File: config.mk
export PLATFORM = sky130hd
export DESIGN_NAME = sleep_watchdog_wake_control
export DESIGN_NICKNAME = d
export VERILOG_FILES = /design/src/sleep_wake_pkg.sv /design/src/tick_if.sv /design/src/tick_divider.sv /design/src/sleep_watchdog_wake_control.sv
export SDC_FILE = /design/constraint.sdc
export NUM_CORES = 1
export LEC_CHECK = 0
export BUFFER_PORTS_ARGS = -buffer_cell sky130_fd_sc_hd__buf_2
export CAP_MARGIN = 5
export CELL_PAD_IN_SITES_DETAIL_PLACEMENT = 1
export CELL_PAD_IN_SITES_GLOBAL_PLACEMENT = 1
export CORE_AREA = 4 4 134 136
export CTS_BUF_LIST = sky130_fd_sc_hd__clkbuf_4
export DETAILED_ROUTE_END_ITERATION = 6
export DIE_AREA = 0 0 138 140
export PLACE_DENSITY_LB_ADDON = 0.1
export RECOVER_POWER = 25
export SYNTH_ARGS = -nofsm -noshare
export SYNTH_HDL_FRONTEND = slang
export SYNTH_SLANG_ARGS = --single-unit
File: constraint.sdc
create_clock -name MCLK -period 2.65 [get_ports MCLK]
set_input_delay 0.265 -clock MCLK [delete_from_list [all_inputs] [get_ports MCLK]]
set_output_delay 0.265 -clock MCLK [all_outputs]
set_load 0.005 [all_outputs]
File: src/sleep_wake_pkg.sv
// Constants, register map and types for the sleep, watchdog and wake control
package sleep_wake_pkg;
   // ************************************************************
   // Timing
   // ************************************************************
   localparam int unsigned CLK_HZ = 20_000_000;
   localparam int unsigned OSC_HZ = 10_000;
   localparam int unsigned TICK_CYC = CLK_HZ / OSC_HZ;
   localparam int unsigned PRE_DIV = 64;
   localparam int unsigned RTC_PERIOD_US = 12_800;
   localparam int unsigned RTC_TICKS = RTC_PERIOD_US * (OSC_HZ / 1000) / 1000;
   localparam logic [2:0] WD_LIMIT = 3'h4;
   localparam logic [12:0] USER_ADDR = 13'h0030;
   // ************************************************************
   // Register indices (byte address is four times the index)
   // ************************************************************
   localparam logic [7:0] IDX_CFG0 = 8'h00;
   localparam logic [7:0] IDX_CFG1 = 8'h01;
   localparam logic [7:0] IDX_STATUS = 8'hF6;
   localparam logic [7:0] IDX_TIMER = 8'hFE;
   // ************************************************************
   // Fields
   // ************************************************************
   localparam int unsigned CONV_LSB = 16;
   localparam int unsigned SLEEP_BIT = 17;
   localparam int unsigned PWR_PRG_BIT = 0;
   localparam int unsigned USR_PRG_BIT = 1;
   localparam int unsigned SINGLE_BIT = 2;
   localparam int unsigned AVG_LSB = 4;
   localparam int unsigned ST_ENDMEAS_BIT = 16;
   localparam int unsigned ST_WDT_BIT = 17;
   localparam int unsigned ST_BTN_BIT = 18;
   localparam int unsigned ST_WAKE_BIT = 22;
   localparam logic [7:0] CONV_RST = 8'h01;
   localparam logic [3:0] AVG_RST = 4'h1;
   typedef enum logic [1:0] {ST_IDLE, ST_MEAS, ST_RUN} seq_state_t;
endpackage

File: src/tick_if.sv
// Slow-rate enable pulses shared between the divider and the controller
`timescale 1ns/1ns
`default_nettype none
interface tick_if;
   logic tick_10k;
   logic tick_rtc;
   modport src (output tick_10k, output tick_rtc);
   modport snk (input tick_10k, input tick_rtc);
endinterface
`default_nettype wire

File: src/tick_divider.sv
// Divider making the 10 kHz and real-time enable pulses from the main clock
`timescale 1ns/1ns
`default_nettype none
module tick_divider
   import sleep_wake_pkg::*;
(
   input wire logic clk,
   input wire logic rst_b,
   input wire logic restart,
   tick_if.src ticks
);
   logic [10:0] div_q;
   logic [6:0] rtc_div_q;
   logic tick_d;
   logic rtc_d;
   assign tick_d = (div_q == 11'(TICK_CYC - 1));
   assign rtc_d = tick_d && (rtc_div_q == 7'(RTC_TICKS - 1));
   always_ff @(posedge clk or negedge rst_b)
   begin
      if (!rst_b)
      begin
         div_q <= 11'h000;
         rtc_div_q <= 7'h00;
         ticks.tick_10k <= 1'b0;
         ticks.tick_rtc <= 1'b0;
      end
      else
      begin
         div_q <= (tick_d || restart) ? 11'h000 : div_q + 11'h001;
         if (restart)
            rtc_div_q <= 7'h00;
         else if (tick_d)
            rtc_div_q <= rtc_d ? 7'h00 : rtc_div_q + 7'h01;
         ticks.tick_10k <= tick_d && !restart;
         ticks.tick_rtc <= rtc_d && !restart;
      end
   end
endmodule
`default_nettype wire

File: src/sleep_watchdog_wake_control.sv
// Reset, sleep, conversion counter, watchdog and real-time counter control
`timescale 1ns/1ns
`default_nettype none
module sleep_watchdog_wake_control
(
   input wire logic MCLK,
   input wire logic RST_B,
   input wire logic PSEL,
   input wire logic PENABLE,
   input wire logic PWRITE,
   input wire logic [9:0] PADDR,
   input wire logic [31:0] PWDATA,
   output logic [31:0] PRDATA,
   output logic PREADY,
   output logic PSLVERR,
   input wire logic SELECT_RESET_PIN,
   input wire logic MODE_FLOAT,
   input wire logic WDOG_OFF_CMD,
   input wire logic MEAS_DONE,
   input wire logic CPU_CLR_WDT,
   input wire logic CPU_DONE,
   output logic MEAS_START,
   output logic CPU_START,
   output logic [12:0] CPU_ADDR,
   output logic CHIP_RST,
   output logic CLK_RUN,
   output logic [3:0] AVG_RATE,
   output logic WDOG_ON
);
   import sleep_wake_pkg::*;

   // ************************************************************
   // Pin synchronisers and slow ticks
   // ************************************************************
   logic [1:0] pin_meta_q;
   logic [1:0] pin_sync_q;
   logic pin_prev_q;
   logic pin_edge;
   logic btn_press;
   logic standalone;
   tick_if ticks ();

   always_ff @(posedge MCLK or negedge RST_B)
   begin
      if (!RST_B)
      begin
         pin_meta_q <= 2'h3;
         pin_sync_q <= 2'h3;
         pin_prev_q <= 1'b1;
      end
      else
      begin
         pin_meta_q <= {MODE_FLOAT, SELECT_RESET_PIN};
         pin_sync_q <= pin_meta_q;
         pin_prev_q <= pin_sync_q[0];
      end
   end

   assign standalone = pin_sync_q[1];
   assign pin_edge = pin_sync_q[0] ^ pin_prev_q;
   assign btn_press = standalone && pin_prev_q && !pin_sync_q[0];

   // ************************************************************
   // Register file over APB
   // ************************************************************
   logic [7:0] conv_q;
   logic sleep_q;
   logic pwr_prg_q;
   logic usr_prg_q;
   logic single_q;
   logic [3:0] avg_q;
   logic [23:0] timer_q;
   logic [23:0] status;
   logic [7:0] reg_idx;
   logic addr_ok;
   logic wr_en;
   logic [31:0] rd_mux;

   assign reg_idx = PADDR[9:2];
   assign addr_ok = (PADDR[1:0] == 2'h0) && (reg_idx == IDX_CFG0 || reg_idx == IDX_CFG1
                    || reg_idx == IDX_STATUS || reg_idx == IDX_TIMER);
   assign wr_en = PSEL && PENABLE && PREADY && PWRITE && addr_ok;
   assign rd_mux = (reg_idx == IDX_CFG0) ? {8'h00, conv_q, 16'h0000} :
                   (reg_idx == IDX_CFG1) ? {14'h0000, sleep_q, 9'h000, avg_q, 1'b0,
                                            single_q, usr_prg_q, pwr_prg_q} :
                   (reg_idx == IDX_STATUS) ? {8'h00, status} :
                   (reg_idx == IDX_TIMER) ? {8'h00, timer_q} : 32'h0000_0000;

   always_ff @(posedge MCLK or negedge RST_B)
   begin
      if (!RST_B)
      begin
         PREADY <= 1'b0;
         PSLVERR <= 1'b0;
         PRDATA <= 32'h0000_0000;
      end
      else
      begin
         PREADY <= PSEL && !PENABLE;
         PSLVERR <= PSEL && !PENABLE && !addr_ok;
         if (PSEL && !PENABLE && !PWRITE)
            PRDATA <= addr_ok ? rd_mux : 32'h0000_0000;
      end
   end

   always_ff @(posedge MCLK or negedge RST_B)
   begin
      if (!RST_B)
      begin
         conv_q <= CONV_RST;
         sleep_q <= 1'b0;
         pwr_prg_q <= 1'b0;
         usr_prg_q <= 1'b0;
         single_q <= 1'b0;
         avg_q <= AVG_RST;
      end
      else if (wr_en && reg_idx == IDX_CFG0)
         conv_q <= PWDATA[CONV_LSB +: 8];
      else if (wr_en && reg_idx == IDX_CFG1)
      begin
         sleep_q <= PWDATA[SLEEP_BIT];
         pwr_prg_q <= PWDATA[PWR_PRG_BIT];
         usr_prg_q <= PWDATA[USR_PRG_BIT];
         single_q <= PWDATA[SINGLE_BIT];
         avg_q <= PWDATA[AVG_LSB +: 4];
      end
   end

   // ************************************************************
   // Conversion counter
   // ************************************************************
   // An interval of zero gives 256 periods rather than a stuck counter.
   logic [5:0] pre_q;
   logic [7:0] int_q;
   logic pre_wrap;
   logic conv_end;
   logic chip_rst_evt;

   assign pre_wrap = ticks.tick_10k && (pre_q == 6'(PRE_DIV - 1));
   assign conv_end = pre_wrap && (int_q == conv_q - 8'h01);

   always_ff @(posedge MCLK or negedge RST_B)
   begin
      if (!RST_B)
      begin
         pre_q <= 6'h00;
         int_q <= 8'h00;
      end
      else if (chip_rst_evt)
      begin
         pre_q <= 6'h00;
         int_q <= 8'h00;
      end
      else if (ticks.tick_10k)
      begin
         pre_q <= pre_q + 6'h01;
         if (pre_wrap)
            int_q <= conv_end ? 8'h00 : int_q + 8'h01;
      end
   end

   // ************************************************************
   // Real-time counter
   // ************************************************************
   logic [23:0] rtc_q;

   always_ff @(posedge MCLK or negedge RST_B)
   begin
      if (!RST_B)
         rtc_q <= 24'h000000;
      else if (chip_rst_evt)
         rtc_q <= 24'h000000;
      else if (ticks.tick_rtc)
         rtc_q <= rtc_q + 24'h000001;
   end

   tick_divider u_div
   (
      .clk(MCLK),
      .rst_b(RST_B),
      .restart(chip_rst_evt),
      .ticks(ticks.src)
   );

   // ************************************************************
   // Watchdog
   // ************************************************************
   // Sleep wake-ups also count, so a hung user code in sleep still trips.
   logic [2:0] wd_q;
   logic wd_trip;
   logic meas_go;
   logic wake_go;

   // Held off while the reset pulse stands, so one trip gives exactly one pulse.
   assign wd_trip = WDOG_ON && (wd_q == WD_LIMIT) && !CHIP_RST;
   assign chip_rst_evt = CHIP_RST;

   always_ff @(posedge MCLK or negedge RST_B)
   begin
      if (!RST_B)
      begin
         wd_q <= 3'h0;
         WDOG_ON <= 1'b1;
         CHIP_RST <= 1'b0;
      end
      else
      begin
         CHIP_RST <= wd_trip || btn_press;
         if (WDOG_OFF_CMD && !standalone)
            WDOG_ON <= 1'b0;
         if (CHIP_RST || CPU_CLR_WDT || pin_edge)
            wd_q <= 3'h0;
         else if ((meas_go || wake_go) && wd_q != WD_LIMIT)
            wd_q <= wd_q + 3'h1;
      end
   end

   // ************************************************************
   // Start sequencer and status flags
   // ************************************************************
   seq_state_t state_q;
   logic flg_wake_q;
   logic flg_btn_q;
   logic flg_wdt_q;
   logic flg_end_q;
   logic done_ok;

   assign meas_go = conv_end && !sleep_q && !CHIP_RST;
   assign wake_go = conv_end && sleep_q && !CHIP_RST && usr_prg_q;
   assign done_ok = MEAS_DONE && state_q == ST_MEAS && !CHIP_RST && !conv_end;
   assign status = {1'b0, flg_wake_q, 3'h0, flg_btn_q, flg_wdt_q, flg_end_q, 16'h0000};

   always_ff @(posedge MCLK or negedge RST_B)
   begin
      if (!RST_B)
      begin
         state_q <= ST_IDLE;
         MEAS_START <= 1'b0;
         CPU_START <= 1'b0;
         CPU_ADDR <= 13'h0000;
         timer_q <= 24'h000000;
      end
      else
      begin
         MEAS_START <= meas_go;
         CPU_START <= 1'b0;
         if (CHIP_RST)
         begin
            state_q <= pwr_prg_q ? ST_RUN : ST_IDLE;
            CPU_START <= pwr_prg_q;
            CPU_ADDR <= USER_ADDR;
         end
         else if (meas_go)
            state_q <= ST_MEAS;
         else if (wake_go)
         begin
            state_q <= ST_RUN;
            CPU_START <= 1'b1;
            CPU_ADDR <= USER_ADDR;
         end
         else if (done_ok)
         begin
            timer_q <= rtc_q;
            state_q <= usr_prg_q ? ST_RUN : ST_IDLE;
            CPU_START <= usr_prg_q;
            CPU_ADDR <= USER_ADDR;
         end
         else if (CPU_DONE && state_q == ST_RUN)
            state_q <= ST_IDLE;
      end
   end

   // Flags clear when the processor stops; a new cause in that cycle wins.
   always_ff @(posedge MCLK or negedge RST_B)
   begin
      if (!RST_B)
      begin
         flg_wake_q <= 1'b0;
         flg_btn_q <= 1'b0;
         flg_wdt_q <= 1'b0;
         flg_end_q <= 1'b0;
      end
      else
      begin
         flg_wake_q <= wake_go || (flg_wake_q && !CPU_DONE);
         flg_btn_q <= btn_press || (flg_btn_q && !CPU_DONE);
         flg_wdt_q <= wd_trip || (flg_wdt_q && !CPU_DONE);
         flg_end_q <= done_ok || (flg_end_q && !CPU_DONE);
      end
   end

   always_ff @(posedge MCLK or negedge RST_B)
   begin
      if (!RST_B)
      begin
         CLK_RUN <= 1'b1;
         AVG_RATE <= AVG_RST;
      end
      else
      begin
         CLK_RUN <= !(sleep_q && state_q == ST_IDLE);
         AVG_RATE <= sleep_q ? 4'h0 : avg_q;
      end
   end
endmodule
`default_nettype wire

==> flow_summary.json, run 1 <==
{
  "status": "finished with violations",
  "violations": "max-capacitance violations, max-slew violations, negative setup slack",
  "async_flop_share": 1.00,
  "clock_skew_ns": 0.0262,
  "antenna_found_initial": 1,
  "crit_chain": "inv_2 -> ha_4 -> nor2b_4 -> or3_1 -> a31o_1 -> nor4_4 -> buf_4 -> nor3_4 -> buf_6 -> clkbuf_16 -> mux2_4",
  "regArea_um2": 3720,
  "clock_latency_ns": 0.55,
  "synth_edf_count": 0,
  "end_kind": "register",
  "cp.buffers_inverters": 4,
  "final_util": 0.484,
  "p_per_area_nw_per_um2": 493,
  "die_x_um": 138,
  "fin_hold_ws_ns": 0.0619,
  "synth.avg_cell_area_um2": 11.4,
  "crit_required_ns": 3.08,
  "clk_transition_reported_paths_ns": 0.14,
  "critPathKind": "reg -> reg",
  "grt_pass1_wl_um": 27200,
  "drc": 0,
  "final_nets": 786,
  "crit_arrival_ns": 3.14,
  "start_util": 0.406,
  "gp_congestion": 0.785,
  "fp.dieH_um": 140,
  "grt_pass1_vias": 5280,
  "routed_wl_um": 16400,
  "vias": 4972,
  "crit_family": "simple AND/OR/NAND/NOR gates",
  "critPathSlowestCell": "dfstp_2",
  "die_area_um2": 19300,
  "dpl_cell_area_um2": 7520,
  "drtIter0Drc": 176,
  "tightestPinTransition_ns": 1.83,
  "synthFlopType": "dfrtp_1",
  "tritoncts": "built",
  "synth_area_um2": 6880,
  "cts_htree_levels": 4,
  "period_needed_ns": 2.71,
  "setup-violations-final": 26,
  "finalHoldViolations": 0,
  "fp.coreArea_um2": 16900,
  "rsz0062_at_grt": "yes",
  "fmax_mhz": 369,
  "ios": 109,
  "ant_nets": 0,
  "drt_pass1_iterations": 4,
  "syn_to_final_growth_pct": 19.0,
  "hp-class": "in -> reg",
  "port_buffers": 72,
  "relSlewSlack": -0.218,
  "power_leakage_nw": 4.09,
  "start_kind": "register",
  "fill_cells": 1884,
  "rows": 48,
  "fin_area_um2": 8190,
  "multi_input_comb_area_um2": 2920,
  "clock_path_buffers": 2,
  "synth-seq-area-share": 0.540,
  "place_inst": 899,
  "drive_above_1_share": 0.264,
  "post_drt_wl_per_cell_um": 17.0,
  "netlist-cell-type-count": 59,
  "vias_per_cell": 5.16,
  "drv.max_cap_violation_count": 1,
  "peakVddDrop_v": 0.000219,
  "syn_inst": 605,
  "setup_ws_ns": -0.0615,
  "grt_max_degree": 71,
  "fin_crit_sh": 1.02,
  "cp_slowest_stage_delay_ns": 0.56,
  "grt-ovfl-total": 0,
  "ys_ff_latch": 148,
  "place_hpwl_um": 11600,
  "cts_root_buf": "clkbuf_4",
  "drv_slew": 70,
  "finalSetupTns_ns": -0.878,
  "cts_inserted_buffers": 17,
  "track_usage": 0.172,
  "critical_path_peak_fanout": 6,
  "ys_warn_count": 0,
  "clkSinkCount": 148,
  "fin_cells": 964
}
[power breakdown]
part	total (mW)	internal, mW	switching, mW
Clock	1.48	0.585	0.899
Combinational	0.224	0.0963	0.128
Sequential	2.33	2.30	0.0316
Total	4.04	2.98	1.06
[synthesized netlist by cell type (6+ instances only)]
master / number / area (um^2)
a21oi_1: 6 / 30.0
a22o_1: 26 / 228
and2_1: 6 / 37.5
and3_1: 16 / 100
buf_4: 20 / 150
clkbuf_1: 12 / 45.0
dfrtp_1: 138 / 3450
dfstp_2: 10 / 263
ha_1: 8 / 100
inv_1: 20 / 75.1
mux2_2: 21 / 236
mux2_4: 19 / 285
mux2i_1: 10 / 100
nand2_1: 43 / 161
nand3_1: 24 / 120
nand4_1: 13 / 81.3
nor2_1: 63 / 236
nor2b_1: 9 / 56.3
nor3_1: 8 / 40.0
o21ai_0: 17 / 85.1
xnor2_1: 21 / 184
xor2_1: 29 / 254
[tightest hold or removal path, cell delays in order]
cell and delay, ns:
buf_2 0.09, nor2_1 0.05, o21ai_0 0.06, and2_1 0.12
[cells in the final DEF, fill, tap and decap left out, drive strengths merged, types with 8 or more instances in the layout]
cell         instances
and3                17
inv                 28
nor3                 9
dlygate4sd3         23
dfstp               10
conb                19
nand3               24
xor2                29
dfrtp              138
a22o                26
mux2                41
clkbuf              20
nor2b               10
nand4               13
nand2               43
mux2i               10
nor2                63
buf                 99
o21ai               17
ha                   8
xnor2               22
[worst paths after layout]
check	from	to	slack (ns)	depth (start not counted)
max in group asynchronous	RST_B	pin_meta_q[1]	0.76	3
worst max-delay path	conv_q[0]	timer_q[11]	-0.06	11
min in group asynchronous	RST_B	int_q[5]	0.70	2
worst max register to register	conv_q[0]	timer_q[11]	-0.06	11
worst min-delay path	PADDR[0]	PSLVERR	0.06	4
worst min register to register	pin_meta_q[1]	pin_sync_q[1]	0.37	0
[flip-flops by register name (all words and copies together) (netlist names), 6 cells and up]
signal	cells
PRDATA	24
int_q	8
u_div.div_q	11
u_div.rtc_div_q	7
conv_q	8
timer_q	24
rtc_q	24
pre_q	6
[cells by family after synthesis]
kind of cell / after synthesis / synth area share
flip-flops: 148 / 0.540
AO/OA/AOI/OAI: 73 / 0.0785
AND/OR/NAND/NOR: 211 / 0.158
buffers and inverters: 62 / 0.0509
XOR/XNOR: 51 / 0.0660
adder cells (fa/ha/maj): 8 / 0.0145
other: 1 / 0.000545
multiplexers: 51 / 0.0920
[per-stage QoR]
step	setup slack (ns)	total power, mW
final	-0.0615	4.04
after global routing	-0.141	4.24
after CTS	0.0165	4.10
after detailed placement	-0.0576	2.58
after global placement	0.0148	2.57
after floorplan	0.00999	2.48
[final cells by class]
type,count,area share
sequential,148,0.454
multi-input combinational,413,0.356
timing repair buffer,125,0.110
tap,225,0.0344
clock inverter,15,0.0205
clock buffer,17,0.0156
inverter,20,0.00916
antenna,1,0.000305
[timing repair]
item	CTS	global route
cloned	0	2
hold endpoints to repair	88	0
resized for setup	2	9
hold buffers	23	0
setup buffers	0	7
setup endpoints to repair	3	4
pin swaps	2	5
[metal layers]
metal,vias up,global-route usage,share of wire
met3,16,0.0420,0.038
met4,0,0.0520,0.015
met5,-,0,0
li1,2325,-,-
met1,2537,0.227,0.46
met2,94,0.283,0.49
Note: power is estimated with default switching activity, not from simulation.
==> inputs of run 2 (changes only) <==
--- a/config.mk
+++ b/config.mk
@@ -15,6 +15,7 @@
 export DIE_AREA = 0 0 138 140
 export PLACE_DENSITY_LB_ADDON = 0.1
 export RECOVER_POWER = 25
+export SETUP_SLACK_MARGIN = 0.02
 export SYNTH_ARGS = -nofsm -noshare
 export SYNTH_HDL_FRONTEND = slang
 export SYNTH_SLANG_ARGS = --single-unit
==> run 2 against run 1 <==
Compared with the run above: the run ends with max-capacitance violations, max-slew violations left; critical path depth fell by 2; sequential cell count did not move; clock skew fell by 0.0048 ns; count of clock-buffer cells in the layout did not move; setup slack improved by 0.18 ns; utilization fell by 0.63 points; sequential share of layout area rose by 0.60 points; register-to-register slack improved by 0.18 ns; highest routed layer unchanged.
==> flow_summary.json, run 2 (synthesis gave the netlist of run 1 again) <==
{
  "status": "finished with violations",
  "violations": "max-capacitance violations, max-slew violations",
  "die_area_um2": 19300,
  "die_x_um": 138,
  "antenna_found_initial": 0,
  "cts_htree_levels": 4,
  "grt_pass1_wl_um": 26500,
  "clock_latency_ns": 0.55,
  "cp_slowest_stage_delay_ns": 0.56,
  "p_int_mw": 3.03,
  "syn_to_final_growth_pct": 17.5,
  "drv.max_cap_violation_count": 1,
  "crit_arrival_ns": 2.96,
  "drv_slew": 60,
  "peakVddDrop_v": 0.000279,
  "ant_nets": 0,
  "fmax_mhz": 396,
  "vias": 4862,
  "pwr-share-comb": 0.055,
  "crit_required_ns": 3.08,
  "routed_wl_um": 16000,
  "fill_cells": 1883,
  "reg2reg_to": "timer_q[13]",
  "drt_pass1_iterations": 5,
  "clkPwrFrac": 0.362,
  "fin_crit_sh": 0.954,
  "clock_skew_ns": 0.0213,
  "final_cell_mix": "dfrtp_1 (138), buf_2 (71), nor2_1 (63)",
  "critPathKind": "reg -> reg",
  "power_leakage_nw": 4.02,
  "clk_transition_reported_paths_ns": 0.12,
  "crit_chain": "inv_2 -> ha_4 -> nor2b_1 -> or3_1 -> a31o_1 -> nor4_4 -> nor3_4 -> buf_12 -> mux2_4",
  "start_util": 0.406,
  "start_kind": "register",
  "grt_max_degree": 61,
  "fp.dieH_um": 140,
  "multi_input_comb_area_um2": 2920,
  "worst_r2r_path_depth": 9,
  "final_nets": 779,
  "tritoncts": "built",
  "grt_pass1_vias": 5111,
  "gp_congestion": 0.773,
  "fin_cells": 956,
  "hp-class": "in -> reg",
  "final_common_cell": "dfrtp_1",
  "critical_path_peak_fanout": 19,
  "clock_path_buffers": 2,
  "cts_inserted_buffers": 17,
  "post_drt_wl_per_cell_um": 16.7,
  "r2r_start": "conv_q[0]",
  "rows": 48,
  "drc": 0,
  "port_buffers": 72,
  "place_hpwl_um": 11400,
  "finalSetupTns_ns": 0,
  "place_inst": 897,
  "p_seq_frac": 0.583,
  "netSwitchingPower_mw": 0.961,
  "rrSetupSlack_ns": 0.12,
  "end_kind": "register",
  "min_from": "PADDR[0]",
  "regArea_um2": 3720,
  "relSlewSlack": -0.0606,
  "ios": 109,
  "period_needed_ns": 2.53,
  "vias_per_cell": 5.09,
  "setup-violations-final": 0,
  "drive_above_1_share": 0.257,
  "track_usage": 0.169,
  "antennaDiodeCount": 0,
  "finalHoldViolations": 0,
  "tightestPinTransition_ns": 1.59,
  "final_util": 0.478,
  "min_path_cells": 4,
  "fp.coreArea_um2": 16900,
  "grt-ovfl-total": 0,
  "critPathSlowestCell": "dfstp_2",
  "p_sw_frac": 0.241,
  "top_regs": "PRDATA x24, rtc_q x24, timer_q x24",
  "drtIter0Drc": 247,
  "clkSinkCount": 148,
  "cts_root_buf": "clkbuf_4",
  "p_per_area_nw_per_um2": 494,
  "holdPathEnd": "PSLVERR"
}
-- run 2: cell count changes in the layout (fill, tap and decap cells not counted), sizes merged --
cell	before	now
diode	1	0
inv	28	20
buf	99	94
bufinv	2	3
clkinvlp	2	5
clkbuf	20	18
clkinv	3	7
-- run 2: power groups by stage --
stage | clock network (mW) | logic (mW) | registers [mW]
3_5_place_dp | 0 | 0.197 | 2.37
4_1_cts | 1.51 | 0.225 | 2.33
2_1_floorplan | 0 | 0.111 | 2.36
5_1_grt | 1.62 | 0.251 | 2.34
3_3_place_gp | 0 | 0.192 | 2.37
6_report | 1.45 | 0.220 | 2.33
-- run 2: worst max-delay path by stage --
stage	slack, ns	start	cells past startpoint	to
2_1_floorplan	0.07	conv_q[0]	9	state_q[1]
6_report	0.12	conv_q[0]	9	timer_q[13]
4_1_cts	0.02	conv_q[0]	9	state_q[1]
5_1_grt	-0.01	conv_q[1]	11	state_q[1]
3_3_place_gp	0.05	conv_q[0]	8	state_q[0]
3_5_place_dp	-0.04	conv_q[0]	8	state_q[0]
-- run 2: routing by layer --
layer	track usage	wire, um	vias to the layer above
li1	-	-	2299
met1	0.215	7170	2466
met2	0.289	8070	85
met3	0.0464	638	12
met4	0.0390	126	0
met5	0	0	-
-- run 2: stage by stage --
step                      hold slack, ns  setup slack [ns]  cell area [um^2]  power [mW]
after floorplan                  -0.0306            0.0723              6950        2.48
final                             0.0715             0.122              8090        3.99
after CTS                         0.0340            0.0239              8030        4.06
after global routing              0.0453          -0.00973              8090        4.21
after global placement             0.275            0.0546              7490        2.56
after detailed placement           0.286           -0.0375              7490        2.57
-- run 2: worst max-delay path, delay by kind of cell (launching register included) --
kind,cells,cell delay (ns)
AOI/OAI and AO/OA,1,0.23
buffers and inverters,2,0.24
muxes,1,0.30
adders and majority gates,1,0.15
and+or+nand+nor,4,0.93
DFF,1,0.56
-- run 2: area by class of cell --
cell class                      count  area share
Clock inverter                     15      0.0204
Inverter                           20     0.00928
Tap cell                          225      0.0348
Multi-Input combinational cell    413       0.361
Timing Repair Buffer              118      0.0989
Clock buffer                       17      0.0158
Sequential cell                   148       0.459
-- run 2: what timing repair did --
action                                 in CTS  in global routing
endpoints found under the hold margin      80                  0
hold buffers                               23                  0
pin swaps                                   0                  5
setup endpoints to repair                   2                 27
resized for setup                           3                  9
buffers inserted                            0                  4
==> inputs of run 3 (changes only) <==
==> constraint.sdc (replaced) <==
create_clock -name MCLK -period 2.65 [get_ports MCLK]
set_input_delay 0.53 -clock MCLK [delete_from_list [all_inputs] [get_ports MCLK]]
set_output_delay 0.53 -clock MCLK [all_outputs]
set_load 0.005 [all_outputs]
==> run 3 against run 2 <==
Compared with the run above: the run now ends clean; final area is 2.0% lower; clock skew down 0.0023 ns; first-iteration DRC count fell by 26%; maximum frequency shrank 3.2%; global-route usage up 0.14 points; utilization is 0.95 points lower; combinational power decreased by 10%; routed wire length grew 0.33%; setup slack got worse by 0.083 ns; count of clock-buffer cells in the layout rose by 1; final cell count shrank 1.6%; power fell by 2.3%; largest power group unchanged.
==> flow_summary.json, run 3 (synthesis gave the netlist of run 1 again) <==
{
  "p_sw_frac": 0.249,
  "vias_per_cell": 5.10,
  "place_ws_ns": 0.0101,
  "final_nets": 763,
  "drt_pass1_iterations": 5,
  "place_inst": 900,
  "port_buffers": 72,
  "clk_transition_reported_paths_ns": 0.11,
  "top_regs": "PRDATA x24, rtc_q x24, timer_q x24",
  "ant_nets": 0,
  "p_int_mw": 2.93,
  "clock_latency_ns": 0.54,
  "drc": 0,
  "fp.coreArea_um2": 16900,
  "dpl_cell_area_um2": 7510,
  "post_drt_wl_per_cell_um": 17.1,
  "crit_family": "simple AND/OR/NAND/NOR gates",
  "gp_congestion": 0.787,
  "tritoncts": "built",
  "drv.max_cap_violation_count": 0,
  "r2r_start": "conv_q[0]",
  "fin_crit_sh": 0.985,
  "rows": 48,
  "place_hpwl_um": 11600,
  "fin_cells": 941,
  "end_kind": "register",
  "cts_htree_levels": 4,
  "cp.buffers_inverters": 3,
  "pwr-share-comb": 0.050,
  "netSwitchingPower_mw": 0.972,
  "holdPathEnd": "pin_meta_q[1]",
  "final_cell_mix": "dfrtp_1 (138), buf_2 (70), nor2_1 (63)",
  "fill_cells": 1913,
  "grt-ovfl-total": 0,
  "rrSetupSlack_ns": 0.04,
  "routed_wl_um": 16100,
  "fin_hold_ws_ns": 0.0934,
  "relSlewSlack": 0.0884,
  "fp.dieH_um": 140,
  "drive_above_1_share": 0.267,
  "drv_slew": 0,
  "ios": 109,
  "antenna_found_initial": 1,
  "critical_path_peak_fanout": 6,
  "peakVddDrop_v": 0.000245,
  "clock_path_buffers": 2,
  "setup-violations-final": 0,
  "track_usage": 0.170,
  "cts_root_buf": "clkbuf_4",
  "rsz0062_at_grt": "yes",
  "reg2reg_to": "timer_q[22]",
  "crit_chain": "inv_2 -> ha_4 -> nor2b_1 -> or3_1 -> a31o_1 -> nor4_4 -> nor3_4 -> buf_12 -> clkbuf_16 -> mux2_4",
  "cts_inserted_buffers": 17,
  "critPathSlowestCell": "dfstp_2",
  "start_util": 0.406,
  "p_seq_frac": 0.596,
  "final_common_cell": "dfrtp_1",
  "critPathKind": "reg -> reg",
  "drtIter0Drc": 182,
  "start_kind": "register",
  "finalHoldViolations": 0,
  "hp-class": "in -> reg",
  "clkSinkCount": 148,
  "crit_required_ns": 3.07,
  "grt_max_degree": 54,
  "syn_to_final_growth_pct": 15.1,
  "die_area_um2": 19300,
  "setup_ws_ns": 0.0391,
  "clock_skew_ns": 0.0191,
  "vias": 4798,
  "worst_r2r_path_depth": 10,
  "fmax_mhz": 383,
  "min_path_cells": 1,
  "finalSetupTns_ns": 0,
  "status": "complete, no violations",
  "grt_pass1_vias": 5196,
  "grt_pass1_wl_um": 26900,
  "clkPwrFrac": 0.354,
  "power_leakage_nw": 3.95,
  "cp_slowest_stage_delay_ns": 0.55,
  "fin_area_um2": 7930,
  "tightestPinTransition_ns": 1.37,
  "min_from": "MODE_FLOAT",
  "period_needed_ns": 2.61,
  "crit_arrival_ns": 3.03,
  "die_x_um": 138,
  "p_per_area_nw_per_um2": 492
}
[run 3: worst max-delay path by stage]
stage,from,endpoint,slack [ns],cells past startpoint
after floorplan,conv_q[0],state_q[1],0.07,9
after global placement,conv_q[0],state_q[1],0.06,9
after detailed placement,conv_q[0],state_q[1],0.01,9
after CTS,conv_q[0],state_q[1],0.03,9
after global routing,conv_q[0],timer_q[18],-0.05,10
final,conv_q[0],timer_q[22],0.04,10
[run 3: through the flow]
step | utilization | power [mW]
floorplan | - | 2.48
global placement | 0.444 | 2.56
detailed placement | 0.444 | 2.57
CTS | 0.461 | 3.98
global route | 0.468 | 4.11
finish | 0.468 | 3.90
[run 3: timing repair]
item                                    in CTS  in global routing
resized for setup                            3                  9
hold buffers                                 1                  0
pin swaps                                    0                  6
setup buffers                                0                  5
gates cloned                                 0                  3
endpoints found under the setup margin       3                 30
hold endpoints to repair                    50                  0
[run 3: layout make-up]
| cell class | instances | area (um^2) | share of cell area |
|---|---|---|---|
| sequential | 148 | 3720 | 0.469 |
| multi-input combinational | 413 | 2920 | 0.368 |
| timing repair buffer | 102 | 658 | 0.0830 |
| tap | 225 | 282 | 0.0355 |
| clock inverter | 14 | 139 | 0.0175 |
| clock buffer | 18 | 135 | 0.0170 |
| inverter | 20 | 75.1 | 0.00947 |
| antenna | 1 | 2.50 | 0.000316 |
[run 3: per-layer routing]
metal,track usage,share of wire,up-vias
met5,0,0,-
li1,-,-,2267
met4,0.0452,0.0092,0
met1,0.218,0.46,2440
met2,0.291,0.50,84
met3,0.0410,0.033,7
[run 3: power by group through the flow]
stage / clock (mW) / combinational (mW) / sequential, mW
detailed placement: 0 / 0.203 / 2.37
global placement: 0 / 0.195 / 2.37
finish: 1.38 / 0.197 / 2.33
global route: 1.55 / 0.231 / 2.33
CTS: 1.45 / 0.206 / 2.33
floorplan: 0 / 0.111 / 2.36
